`src/design/fnd_pkg.sv`:
```
// Shared constants and types for the fractional-N divider core
package fnd_pkg;
  localparam int WHOLE_W = 8;
  localparam int NUMERATOR_VALUE_W  = 12;
  localparam int RDIV_W  = 4;
  localparam int TMR_W   = 10;
  localparam int CELL_W  = 7;
  localparam int CELLS   = 64;
  localparam int SWAL_W  = 3;
  localparam int MAIN_W  = 6;

  localparam logic [WHOLE_W-1:0] N_MIN          = 8'h1A;
  localparam logic [WHOLE_W-1:0] N_MAX          = 8'hFF;
  localparam logic [WHOLE_W-1:0] N_HI_ABOVE     = 8'h50;
  localparam logic [3:0]         PRESC_LO       = 4'h4;
  localparam logic [3:0]         PRESC_HI       = 4'h8;
  localparam int                 SHIFT_LO       = 2;
  localparam int                 SHIFT_HI       = 3;
  localparam logic [1:0]         TMR_PRE_LAST   = 2'h3;
  localparam logic [CELL_W-1:0]  CELLS_FULL     = 7'h40;
  localparam logic [CELL_W-1:0]  CELLS_ONE      = 7'h01;
  localparam logic [RDIV_W-1:0]  RDIV_ONE       = 4'h1;

  // Programming word; reference fields act at once, the rest on a load strobe
  typedef struct packed {
    logic [WHOLE_W-1:0] whole_part;
    logic [NUMERATOR_VALUE_W-1:0]  numerator_value;
    logic [NUMERATOR_VALUE_W-1:0]  denominator_value;
    logic [RDIV_W-1:0]  ref_div;
    logic               ref_toggle;
    logic               ref_doubler;
    logic               presc_hi_sel;
    logic [TMR_W-1:0]   pump_current_timer;
  } fnd_cfg_t;

  // Fast-lock phases
  typedef enum logic [2:0] {
    FL_NORMAL = 3'b001,
    FL_TIMING = 3'b010,
    FL_STEP   = 3'b100
  } fnd_fl_t;
endpackage : fnd_pkg

```
`src/design/fnd_accum.sv`:
```
// Modulo accumulator stage of the sigma-delta modulator
`timescale 1ns/1ps
module fnd_accum
  import fnd_pkg::*;
(
  input  wire logic              core_clk,
  input  wire logic              sys_rst,
  input  wire logic              step,
  input  wire logic [NUMERATOR_VALUE_W-1:0] addend,
  input  wire logic [NUMERATOR_VALUE_W-1:0] modulus,
  output logic      [NUMERATOR_VALUE_W-1:0] sum_reg,
  output logic                   carry_reg
);
  logic [NUMERATOR_VALUE_W:0]   wide;
  logic [NUMERATOR_VALUE_W-1:0] sum_next;
  logic              carry_next;

  // Add, wrap at the modulus, flag the wrap
  always_comb begin
    wide       = {1'b0, sum_reg} + {1'b0, addend};
    sum_next   = sum_reg;
    carry_next = carry_reg;
    if (step) begin
      carry_next = (wide >= {1'b0, modulus}) && (modulus != '0);
      sum_next   = carry_next ? NUMERATOR_VALUE_W'(wide - {1'b0, modulus})
                              : wide[NUMERATOR_VALUE_W-1:0];
    end
  end

  always_ff @(posedge core_clk) begin
    if (sys_rst) begin
      sum_reg   <= '0;
      carry_reg <= 1'b0;
    end else begin
      sum_reg   <= sum_next;
      carry_reg <= carry_next;
    end
  end
endmodule : fnd_accum

```
`src/design/fnd_pfd.sv`:
```
// Tri-state phase-frequency detector
`timescale 1ns/1ps
module fnd_pfd (
  input  wire logic core_clk,
  input  wire logic sys_rst,
  input  wire logic ref_evt,
  input  wire logic fb_evt,
  output logic      up_reg,
  output logic      dn_reg
);
  logic up_next;
  logic dn_next;

  // Set on each edge, clear both once both are up
  always_comb begin
    if (up_reg && dn_reg) begin
      up_next = 1'b0;
      dn_next = 1'b0;
    end else begin
      up_next = up_reg | ref_evt;
      dn_next = dn_reg | fb_evt;
    end
  end

  always_ff @(posedge core_clk) begin
    if (sys_rst) begin
      up_reg <= 1'b0;
      dn_reg <= 1'b0;
    end else begin
      up_reg <= up_next;
      dn_reg <= dn_next;
    end
  end
endmodule : fnd_pfd

```
`src/design/fnd_top.sv`:
```
// Reference path, feedback divider, modulator, detector and fast lock
`timescale 1ns/1ps
// Overview of operation
// - Reference falling edge is the active reference event.
// - A 4-bit divider divides the reference down to the comparison clock.
// - Optional toggle stage halves it again for a 50 percent duty cycle.
// - Timer clock from comparison falling edge; detector uses rising edge.
// - Optional doubler ahead of the divider, for references up to 20 MHz.
// - Overall reference division spans 1 to 30; a divider value of 1 gives comparison edges only with the toggle stage.
// - Prescaler offers 4/5 and 8/9; 8/9 used for divide values above 80.
// - Feedback integer divide range is 26 through 255.
// - Third-order sigma-delta modulator varies the integer divide value.
// - Division is whole part plus numerator over denominator, stored apart.
// - Detector compares both divided clocks into up and down pulses.
// - Lagging feedback gives net up; leading feedback gives net down.
// - 64 pump cells; all on while the fast-lock timer runs, one in normal operation.
// - Power-down unloads the reference pin; leaving it restores switches.
// - Fast-lock timer advances at a quarter of the comparison rate.
// - Load enables 64 cells; after timeout halve cells over six ticks.
module fnd_top
  import fnd_pkg::*;
(
  input  wire logic             core_clk,
  input  wire logic             sys_rst,
  input  wire logic             reference_clock_input,
  input  wire logic             vco_feedback_input,
  input  wire fnd_cfg_t         cfg,
  input  wire logic             new_freq_load,
  input  wire logic             power_down,
  output logic                  pump_up_reg,
  output logic                  pump_dn_reg,
  output logic [CELLS-1:0]      cell_en_reg,
  output logic [CELL_W-1:0]     cell_count_reg,
  output logic                  fast_lock_reg,
  output logic                  cmp_clk_reg,
  output logic                  ref_path_closed_reg,
  output logic                  ref_shunt_closed_reg
);
  // Pin synchronisers and edge history
  logic [2:0] ref_sync_reg;
  logic [2:0] fb_sync_reg;
  logic       ref_fall;
  logic       ref_rise;
  logic       ref_evt;
  logic       fb_evt;

  always_ff @(posedge core_clk) begin
    if (sys_rst) begin
      ref_sync_reg <= '0;
      fb_sync_reg  <= '0;
    end else begin
      ref_sync_reg <= {ref_sync_reg[1:0], reference_clock_input};
      fb_sync_reg  <= {fb_sync_reg[1:0], vco_feedback_input};
    end
  end

  // Reference events, doubled by taking both edges
  always_comb begin
    ref_fall = ref_sync_reg[2] && !ref_sync_reg[1];
    ref_rise = !ref_sync_reg[2] && ref_sync_reg[1];
    ref_evt  = !power_down &&
               (ref_fall || (cfg.ref_doubler && ref_rise));
    fb_evt   = !power_down && !fb_sync_reg[2] && fb_sync_reg[1];
  end

  // Reference divider and comparison clock
  logic [RDIV_W-1:0] rcnt_reg;
  logic [RDIV_W-1:0] rcnt_next;
  logic [RDIV_W-1:0] rdiv_eff;
  logic              rdiv_pulse;
  logic              cmp_clk_next;
  logic              cmp_d_reg;
  logic              cmp_rise;
  logic              cmp_fall;

  always_comb begin
    rdiv_eff     = (cfg.ref_div == '0) ? RDIV_ONE : cfg.ref_div;
    rdiv_pulse   = ref_evt && (rcnt_reg >= rdiv_eff - RDIV_ONE);
    rcnt_next    = rcnt_reg;
    cmp_clk_next = cmp_clk_reg;
    if (ref_evt) begin
      rcnt_next = rdiv_pulse ? '0 : rcnt_reg + RDIV_ONE;
    end
    if (cfg.ref_toggle) begin
      cmp_clk_next = cmp_clk_reg ^ rdiv_pulse;
    end else if (rdiv_pulse) begin
      cmp_clk_next = 1'b1;
    end else if (ref_evt) begin
      cmp_clk_next = 1'b0;
    end
    cmp_rise = cmp_clk_reg && !cmp_d_reg;
    cmp_fall = !cmp_clk_reg && cmp_d_reg;
  end

  always_ff @(posedge core_clk) begin
    if (sys_rst) begin
      rcnt_reg    <= '0;
      cmp_clk_reg <= 1'b0;
      cmp_d_reg   <= 1'b0;
    end else begin
      rcnt_reg    <= rcnt_next;
      cmp_clk_reg <= cmp_clk_next;
      cmp_d_reg   <= cmp_clk_reg;
    end
  end

  // Programmed division, whole and fraction held apart
  logic [WHOLE_W-1:0] whole_reg;
  logic [NUMERATOR_VALUE_W-1:0]  num_reg;
  logic [NUMERATOR_VALUE_W-1:0]  den_reg;
  logic               hi_sel_reg;

  always_ff @(posedge core_clk) begin
    if (sys_rst) begin
      whole_reg  <= N_MIN;
      num_reg    <= '0;
      den_reg    <= '0;
      hi_sel_reg <= 1'b0;
    end else if (new_freq_load) begin
      whole_reg  <= cfg.whole_part;
      num_reg    <= cfg.numerator_value;
      den_reg    <= cfg.denominator_value;
      hi_sel_reg <= cfg.presc_hi_sel;
    end
  end

  // Third-order modulator: three chained accumulators
  logic              fb_done_reg;
  logic [NUMERATOR_VALUE_W-1:0] s1;
  logic [NUMERATOR_VALUE_W-1:0] s2;
  logic [NUMERATOR_VALUE_W-1:0] s3;
  logic              c1;
  logic              c2;
  logic              c3;
  logic              c2d_reg;
  logic              c3d_reg;
  logic              c3dd_reg;

  fnd_accum u_acc1 (.core_clk(core_clk), .sys_rst(sys_rst),
    .step(fb_done_reg), .addend(num_reg), .modulus(den_reg),
    .sum_reg(s1), .carry_reg(c1));
  fnd_accum u_acc2 (.core_clk(core_clk), .sys_rst(sys_rst),
    .step(fb_done_reg), .addend(s1), .modulus(den_reg),
    .sum_reg(s2), .carry_reg(c2));
  fnd_accum u_acc3 (.core_clk(core_clk), .sys_rst(sys_rst),
    .step(fb_done_reg), .addend(s2), .modulus(den_reg),
    .sum_reg(s3), .carry_reg(c3));

  // Carry history for the noise-shaping differences
  always_ff @(posedge core_clk) begin
    if (sys_rst) begin
      c2d_reg  <= 1'b0;
      c3d_reg  <= 1'b0;
      c3dd_reg <= 1'b0;
    end else if (fb_done_reg) begin
      c2d_reg  <= c2;
      c3d_reg  <= c3;
      c3dd_reg <= c3d_reg;
    end
  end

  // Instantaneous divide value and prescaler split
  logic signed [3:0]   delta;
  logic signed [9:0]   n_raw;
  logic [WHOLE_W-1:0]  n_sel;
  logic                hi_now;
  logic [SWAL_W-1:0]   a_load;
  logic [MAIN_W-1:0]   b_load;

  always_comb begin
    delta = $signed({3'b000, c1}) + $signed({3'b000, c2})
          - $signed({3'b000, c2d_reg}) + $signed({3'b000, c3})
          - $signed({2'b00, c3d_reg, 1'b0})
          + $signed({3'b000, c3dd_reg});
    n_raw = $signed({2'b00, whole_reg}) + $signed({{6{delta[3]}}, delta});
    if (n_raw < $signed({2'b00, N_MIN})) begin
      n_sel = N_MIN;
    end else if (n_raw > $signed({2'b00, N_MAX})) begin
      n_sel = N_MAX;
    end else begin
      n_sel = n_raw[WHOLE_W-1:0];
    end
    hi_now = hi_sel_reg || (n_sel > N_HI_ABOVE);
    if (hi_now) begin
      a_load = n_sel[SHIFT_HI-1:0];
      b_load = MAIN_W'(n_sel >> SHIFT_HI);
    end else begin
      a_load = SWAL_W'(n_sel[SHIFT_LO-1:0]);
      b_load = MAIN_W'(n_sel >> SHIFT_LO);
    end
  end

  // Dual-modulus prescaler with swallow and main counters
  logic [3:0]        pcnt_reg;
  logic [3:0]        pcnt_next;
  logic [SWAL_W-1:0] swal_reg;
  logic [SWAL_W-1:0] swal_next;
  logic [MAIN_W-1:0] main_reg;
  logic [MAIN_W-1:0] main_next;
  logic              phi_reg;
  logic              phi_next;
  logic              fb_done_next;
  logic [3:0]        pmod;

  always_comb begin
    pmod = phi_reg ? PRESC_HI : PRESC_LO;
    if (swal_reg != '0) begin
      pmod = pmod + 4'h1;
    end
    pcnt_next    = pcnt_reg;
    swal_next    = swal_reg;
    main_next    = main_reg;
    phi_next     = phi_reg;
    fb_done_next = 1'b0;
    if (fb_evt) begin
      pcnt_next = pcnt_reg + 4'h1;
      if (pcnt_reg + 4'h1 >= pmod) begin
        pcnt_next = '0;
        if (swal_reg != '0) begin
          swal_next = swal_reg - SWAL_W'(1);
        end
        if (main_reg <= MAIN_W'(1)) begin
          fb_done_next = 1'b1;
          main_next    = b_load;
          swal_next    = a_load;
          phi_next     = hi_now;
        end else begin
          main_next = main_reg - MAIN_W'(1);
        end
      end
    end
  end

  always_ff @(posedge core_clk) begin
    if (sys_rst) begin
      pcnt_reg    <= '0;
      swal_reg    <= '0;
      main_reg    <= '0;
      phi_reg     <= 1'b0;
      fb_done_reg <= 1'b0;
    end else begin
      pcnt_reg    <= pcnt_next;
      swal_reg    <= swal_next;
      main_reg    <= main_next;
      phi_reg     <= phi_next;
      fb_done_reg <= fb_done_next;
    end
  end

  // Detector on comparison rising edge and divided feedback
  fnd_pfd u_pfd (.core_clk(core_clk), .sys_rst(sys_rst),
    .ref_evt(cmp_rise), .fb_evt(fb_done_reg),
    .up_reg(pump_up_reg), .dn_reg(pump_dn_reg));

  // Fast-lock timer and cell stepping
  fnd_fl_t            fl_reg;
  fnd_fl_t            fl_next;
  logic [1:0]         tpre_reg;
  logic [1:0]         tpre_next;
  logic [TMR_W-1:0]   tmr_reg;
  logic [TMR_W-1:0]   tmr_next;
  logic [CELL_W-1:0]  cells_next;
  logic [CELLS-1:0]   en_next;
  logic               tick;

  always_comb begin
    tick       = cmp_fall && (tpre_reg == TMR_PRE_LAST);
    tpre_next  = cmp_fall ? tpre_reg + 2'h1 : tpre_reg;
    fl_next    = fl_reg;
    tmr_next   = tmr_reg;
    cells_next = cell_count_reg;
    if (new_freq_load) begin
      fl_next    = FL_TIMING;
      tmr_next   = cfg.pump_current_timer;
      cells_next = CELLS_FULL;
    end else begin
      unique case (fl_reg)
        FL_NORMAL: cells_next = CELLS_ONE;
        FL_TIMING: begin
          if (tick) begin
            if (tmr_reg == '0) begin
              fl_next    = FL_STEP;
              cells_next = cell_count_reg >> 1;
            end else begin
              tmr_next = tmr_reg - TMR_W'(1);
            end
          end
        end
        FL_STEP: begin
          if (tick) begin
            cells_next = cell_count_reg >> 1;
          end
          if (cells_next <= CELLS_ONE) begin
            fl_next    = FL_NORMAL;
            cells_next = CELLS_ONE;
          end
        end
        default: begin
          fl_next    = FL_NORMAL;
          cells_next = CELLS_ONE;
        end
      endcase
    end
    for (int i = 0; i < CELLS; i++) begin
      en_next[i] = (i < int'(cells_next));
    end
  end

  always_ff @(posedge core_clk) begin
    if (sys_rst) begin
      fl_reg         <= FL_NORMAL;
      tpre_reg       <= '0;
      tmr_reg        <= '0;
      cell_count_reg <= CELLS_ONE;
      cell_en_reg    <= CELLS'(1);
      fast_lock_reg  <= 1'b0;
    end else begin
      fl_reg         <= fl_next;
      tpre_reg       <= tpre_next;
      tmr_reg        <= tmr_next;
      cell_count_reg <= cells_next;
      cell_en_reg    <= en_next;
      fast_lock_reg  <= (fl_next != FL_NORMAL);
    end
  end

  // Reference input switches follow power-down
  always_ff @(posedge core_clk) begin
    if (sys_rst) begin
      ref_path_closed_reg  <= 1'b1;
      ref_shunt_closed_reg <= 1'b0;
    end else begin
      ref_path_closed_reg  <= !power_down;
      ref_shunt_closed_reg <= power_down;
    end
  end
endmodule : fnd_top

```
`config.mk`:
```
export PLATFORM = sky130hd
export DESIGN_NAME = fnd_top
export DESIGN_NICKNAME = d
export VERILOG_FILES = /design/src/design/fnd_pkg.sv /design/src/design/fnd_accum.sv /design/src/design/fnd_pfd.sv /design/src/design/fnd_top.sv
export SDC_FILE = /design/constraint.sdc
export NUM_CORES = 1
export LEC_CHECK = 0
export BUFFER_PORTS_ARGS = -buffer_cell sky130_fd_sc_hd__buf_4
export CAP_MARGIN = 20
export CORE_MARGIN = 8
export CORE_UTILIZATION = 60
export CTS_CLUSTER_DIAMETER = 30
export CTS_CLUSTER_SIZE = 28
export DETAILED_ROUTE_END_ITERATION = 8
export GPL_TIMING_DRIVEN = 0
export PLACE_DENSITY = 0.82
export SETUP_SLACK_MARGIN = 0.05
export SLEW_MARGIN = 25
export SYNTH_ARGS = -nofsm -noshare
export SYNTH_HDL_FRONTEND = slang
export SYNTH_SLANG_ARGS = --single-unit
```
`constraint.sdc`:
```
create_clock -name core_clk -period 12.28 [get_ports core_clk]
set_clock_uncertainty 0.2 [all_clocks]
set_input_delay 3.684 -clock core_clk [delete_from_list [all_inputs] [get_ports core_clk]]
set_output_delay 3.684 -clock core_clk [all_outputs]
set_load 0.02 [all_outputs]
```
# Word level (Yosys, flattened, before mapping)
# Cells that the tools add are included.
# word_totals
reg_bits,193
in_bits,55
output_inout_bits,77
word_cells,210
# op_classes
n_addsub,20
magnitude_cmp,74
eq_ne,6
n_mux,36
n_bitwise,5
reduce_logical,36
# ops
op,n
"6-bit by 7-bit less-than comparator with 1-bit output, first input constant",32
"5-bit by 7-bit less-than comparator with 1-bit output, first input constant",16
"4-bit by 7-bit less-than comparator with 1-bit output, first input constant",8
7-bit two-way mux,7
10-bit two-way mux,4
12-bit by 12-bit adder with 13-bit output,3
13-bit by 12-bit >= comparator with 1-bit output,3
12-bit two-way mux,3
12-bit subtractor,3
"3-bit by 7-bit less-than comparator with 1-bit output, first input constant",4
3-bit two-way mux,7
4-bit two-way mux,5
8-bit two-way mux,2
1-bit logical AND,14
"1-bit by 7-bit less-than comparator with 1-bit output, first input constant",2
"2-bit by 7-bit less-than comparator with 1-bit output, first input constant",2
7-bit one-hot mux with 2 select lines,1
"4-bit by 1-bit adder with 4-bit output, second input constant",3
6-bit two-way mux,2
12-bit nonzero test,1
9-bit by 4-bit adder with 10-bit output,1
"10-bit by 9-bit > comparator with 1-bit output, second input constant",1
10-bit zero test,1
"10-bit by 6-bit less-than comparator with 1-bit output, second input constant",1
34 further kinds,51

# Depth between registers and ports, before layout
# depth
word_depth,13
depth_mapped,21
depth_no_buf,21

# Cells and area by module
# Synthesis repeated with hierarchy kept, for this count alone.
# unflattened
cells_unflattened,1374
hier_area_um2,11976.5
# by_module_without_submodules
mod,n_inst,cells_each,area_per_inst_um2,seq_area_each_um2
fnd_top,1,723,6717.7,3022.9
fnd_accum at u_acc2 ...,2,211,1717.9,260.2
fnd_accum at u_acc1,1,222,1750.4,260.2
fnd_pfd,1,7,72.6,40.0

# Worst setup path before layout
# Ideal clock, no wire load.
# synth_timing
path_kind,input to register
startpoint,input cfg[14] (netlist name)
endpoint,register cmp_clk_reg
setup_ns,0.128
t_arrival_ns,5.167
required_ns,11.952
setup_slack_ns,6.786
stages,10
path_buffers,0
cell_sequence,nor3_1 nor2_1 ha_1 ha_1 a21o_1 a21o_1 a21oi_1 nor2_1 xor2_1 nor2_1
# synth_between
elab_chain_cells,7
word_cells_on_any_way,9
cone_classes,1 x add/sub; 1 x order compare; 3 x mux; 1 x bitwise; 3 x reduce/logical
# synth_lines
element,line,source
from (decl),fnd_top.sv:27,"input wire fnd_cfg_t cfg,"
4-bit zero test,fnd_top.sv:77,rdiv_eff = (cfg.ref_div == '0) ? RDIV_ONE : cfg.ref_div;
4-bit two-way mux (*),fnd_top.sv:77,
4-bit by 1-bit subtractor with 4-bit output (*),fnd_top.sv:78,rdiv_pulse = ref_evt && (rcnt_reg >= rdiv_eff - RDIV_ONE);
4-bit >= comparator (*),fnd_top.sv:78,
1-bit logical AND (*),fnd_top.sv:78,
1-bit two-way mux / 1-bit XOR (equally long branches),"fnd_top.sv:86, fnd_top.sv:85",
1-bit two-way mux,fnd_top.sv:84,if (cfg.ref_toggle) begin
to (signal assigned),fnd_top.sv:102,cmp_clk_reg <= cmp_clk_next;
to (decl),fnd_top.sv:35,"output logic cmp_clk_reg,"
# Mark *: on every way between the ends. The rest lies on a longest branch, timed or not.
# A chain may end at the register's enable or synchronous reset.

==> metrics.yaml <==
status:
  outcome: "finished clean"
synth:
  yosysWarningCount: 0
  yosysUniqueCellTypes: 88
  synth_edf_count: 0
  synthArstFlopShare: 0
  synth_flop_cell: "dfxtp_1"
  synth_top_cell_by_area: "dfxtp_1"
  synth_seq_area_share: 0.3380
  postSynthAreaPerCell_um2: 8.649
  yosys.area.top_type_share: 0.3380
  ys_ff_latch: 192
  netlist_top_cells_area: "dfxtp_1, ha_1, a21oi_1"
  synthCells: 1315
  synth_nets: 1482
  synth.cell_area_mm2: 0.01137
worst_setup_path:
  cp.required_ps: 12380
  worst-path-max-fanout: 10
  cp_top_family: "buffers and inverters"
  crit_path_max_incr_delay_ps: 740
  worstPathArrival_ps: 5680
  path_class: "in -> reg"
  crit_top_cell: "clkbuf_1"
  crit_buf_inv: 3
  r2r_slack_ps: 6880
  worstSetupEndpointType: "register"
  rr_worst_depth: 21
  startpoint_type: "input pin"
  r2r_start: "u_acc2.carry_reg$_SDFFE_PP0P_"
  reg2reg_to: "main_reg[0]$_SDFFE_PP0P_"
  crit_slowest_cell: "clkbuf_1"
  path_cells: "clkbuf_1, clkbuf_1, clkbuf_1, mux2i_1, nand2_1"
  startpoint: "new_freq_load"
global_route:
  grt_pass1_vias: 10350
  grt_antenna_before_repair: 0
  grt_max_degree: 26
  grt_usage: 0.2657
  grt_first_pass_wirelength_um: 51250
  gr-total-overflow: 0
clocking:
  clkLatencyLatePin_ps: 450
  hold_buffers: 0
  htree_levels: 4
  clock_path_buffers: 2
  cts_setup_buffers: 0
  cts_tree: "yes"
  clockRootBuffer: "clkbuf_16"
  path_clk_slew_ps: 90
  post_cts_resized: 0
  clock-sinks: 192
  numCtsBuffers: 17
floorplan:
  fp.dieH_um: 153.7
  start_util: 0.6101
  die_area_mm2: 0.02362
  rows: 50
  dieWidth_um: 153.7
  core_mm2: 0.01864
  io_pins: 132
sta:
  grt_setup_unrepaired: "false"
  finalCritPeriodShare: 0.4543
  min_period_ps: 5579
  fin_tns_setup_ps: 0
  worst_pin_slew_ps: 890.9
  finalSetupViolCount: 0
  hold_viol_final: 0
  slew_headroom: 0.4061
  max_freq_ghz: 0.1793
  maxSlewViolCount: 0
finish:
  largest_register_ff_count: 64
  drive_gt1_frac: 0.1496
  final_common_cell: "dfxtp_1"
  stdcell_count: 1711
  most-common-layout-cells: "dfxtp_1, nor2_1, buf_4"
  nets: 1631
  fillCellCount: 1419
  area_growth_pct: 17.14
  num_antenna_cells: 0
hold_path:
  hold_start: "fb_sync_reg[0]$_SDFF_PP0_"
  holdPathStages: 1
  holdCritPathClass: "reg -> reg"
  hold_path_end: "fb_sync_reg[1]$_SDFF_PP0_"
drt:
  vias_per_cell: 6.085
  drc_errors: 0
  wl_um: 31710
  vias: 10412
  detail-route-antenna-nets: 0
  drt_iter0_markers: 652
  drt_first_pass_iters: 6
  avgRoutedWirePerCell_um: 18.53
power_and_ir_drop:
  leakagePower_nw: 5.843
  max-vdd-ir-drop_uv: 99.28
  seq_power_share: 0.431
  power_frac_comb: 0.163
  power_frac_clock: 0.406
  p_int_mw: 1.044
  power.total_mw: 1.523
  switching_share: 0.3143
  power_density_mw_per_mm2: 114.3
  switchingPower_mw: 0.4786
place:
  gp_congestion: 0.9423
  dp.cells: 1679
  hpwl_um: 23900
  io_buffers: 130
job:
  maxCapViolCount: 0
per-stage QoR:
step / utilization / worst slack (ps) / hold WS, ps / cell area (µm²)
2_1_floorplan: - / 6786 / 213.8 / 11370
3_3_place_gp: 0.6781 / 5806 / 227.3 / 12640
3_5_place_dp: 0.6784 / 6283 / 222.0 / 12650
4_1_cts: 0.7140 / 6729 / 237.6 / 13310
5_1_grt: 0.7146 / 6506 / 261.2 / 13320
6_report: 0.7146 / 6701 / 234.1 / 13320
layout make-up:
class	count	area (µm²)	area share
Timing Repair Buffer	130	975.9	0.07325
Buffer	47	247.7	0.01860
Clock buffer	17	425.4	0.03193
Inverter	79	296.5	0.02226
Tap cell	234	292.8	0.02198
Sequential cell	192	3844	0.2885
Clock inverter	15	237.7	0.01784
Multi-Input combinational cell	997	7003	0.5256
Yosys cell counts (18+ instances only):
master and n:
nor2_1 151, a211oi_1 30, o21ai_0 58, xnor2_1 51
mux2i_1 52, nand2_1 66, o21a_1 20, ha_1 103
inv_1 77, nor3_1 31, clkbuf_1 32, xor2_1 25
nand3_1 34, nor2b_1 28, dfxtp_1 192, a21o_1 18
a21oi_1 117
metal layers:
layer / track usage / vias to the layer above / wire length [µm]
li1: - / 5004 / -
met1: 0.3135 / 4846 / 12960
met2: 0.4466 / 442 / 14770
met3: 0.04821 / 120 / 2317
met4: 0.1563 / 0 / 1651
met5: 0 / - / 0
logic make-up (layout without fill, tap and decap cells):
group,count (synthesis),after routing,synth area share
flip-flops,192,192,0.3380
buffers and inverters,126,288,0.04786
XOR/XNOR,76,76,0.05853
AO/OA/AOI/OAI,336,336,0.1932
AND/OR/NAND/NOR,418,418,0.1844
adder cells (fa/ha/maj),112,112,0.1292
multiplexers,55,55,0.04895
worst max path at each step:
stage / end / slack, ps / cells past startpoint
3_5_place_dp: swal_reg[0]$_SDFFE_PP0P_ / 6280 / 8
3_3_place_gp: swal_reg[0]$_SDFFE_PP0P_ / 5810 / 8
2_1_floorplan: cmp_clk_reg$_SDFFE_PP0P_ / 6790 / 10
6_report: whole_reg[3]$_SDFFE_PP1P_ / 6700 / 5
5_1_grt: main_reg[3]$_SDFFE_PP0P_ / 6510 / 8
4_1_cts: swal_reg[0]$_SDFFE_PP0P_ / 6730 / 8
power groups by stage:
| stage | Clock, mW | Combinational [mW] | Sequential [mW] |
|---|---|---|---|
| detailed placement | 0 | 0.242 | 0.671 |
| CTS | 0.620 | 0.245 | 0.657 |
| global route | 0.646 | 0.270 | 0.659 |
| floorplan | 0 | 0.151 | 0.684 |
| finish | 0.618 | 0.248 | 0.657 |
| global placement | 0 | 0.237 | 0.671 |
worst register-to-register path, cell delays in order (launching register included):
cell and delay (ps):
dfxtp_1 330, inv_1 60, ha_1 280, inv_1 50
ha_1 120, inv_1 60, ha_1 280, inv_1 40
ha_1 170, ha_1 300, inv_1 50, o31a_1 410
ha_1 400, and3_1 210, a22oi_1 290, o221ai_1 190
xnor2_1 470, o21ai_0 180, and3b_1 240, mux2i_2 340
mux2_2 390, a22o_1 230
No activity file was read; power rests on OpenSTA's default activity.
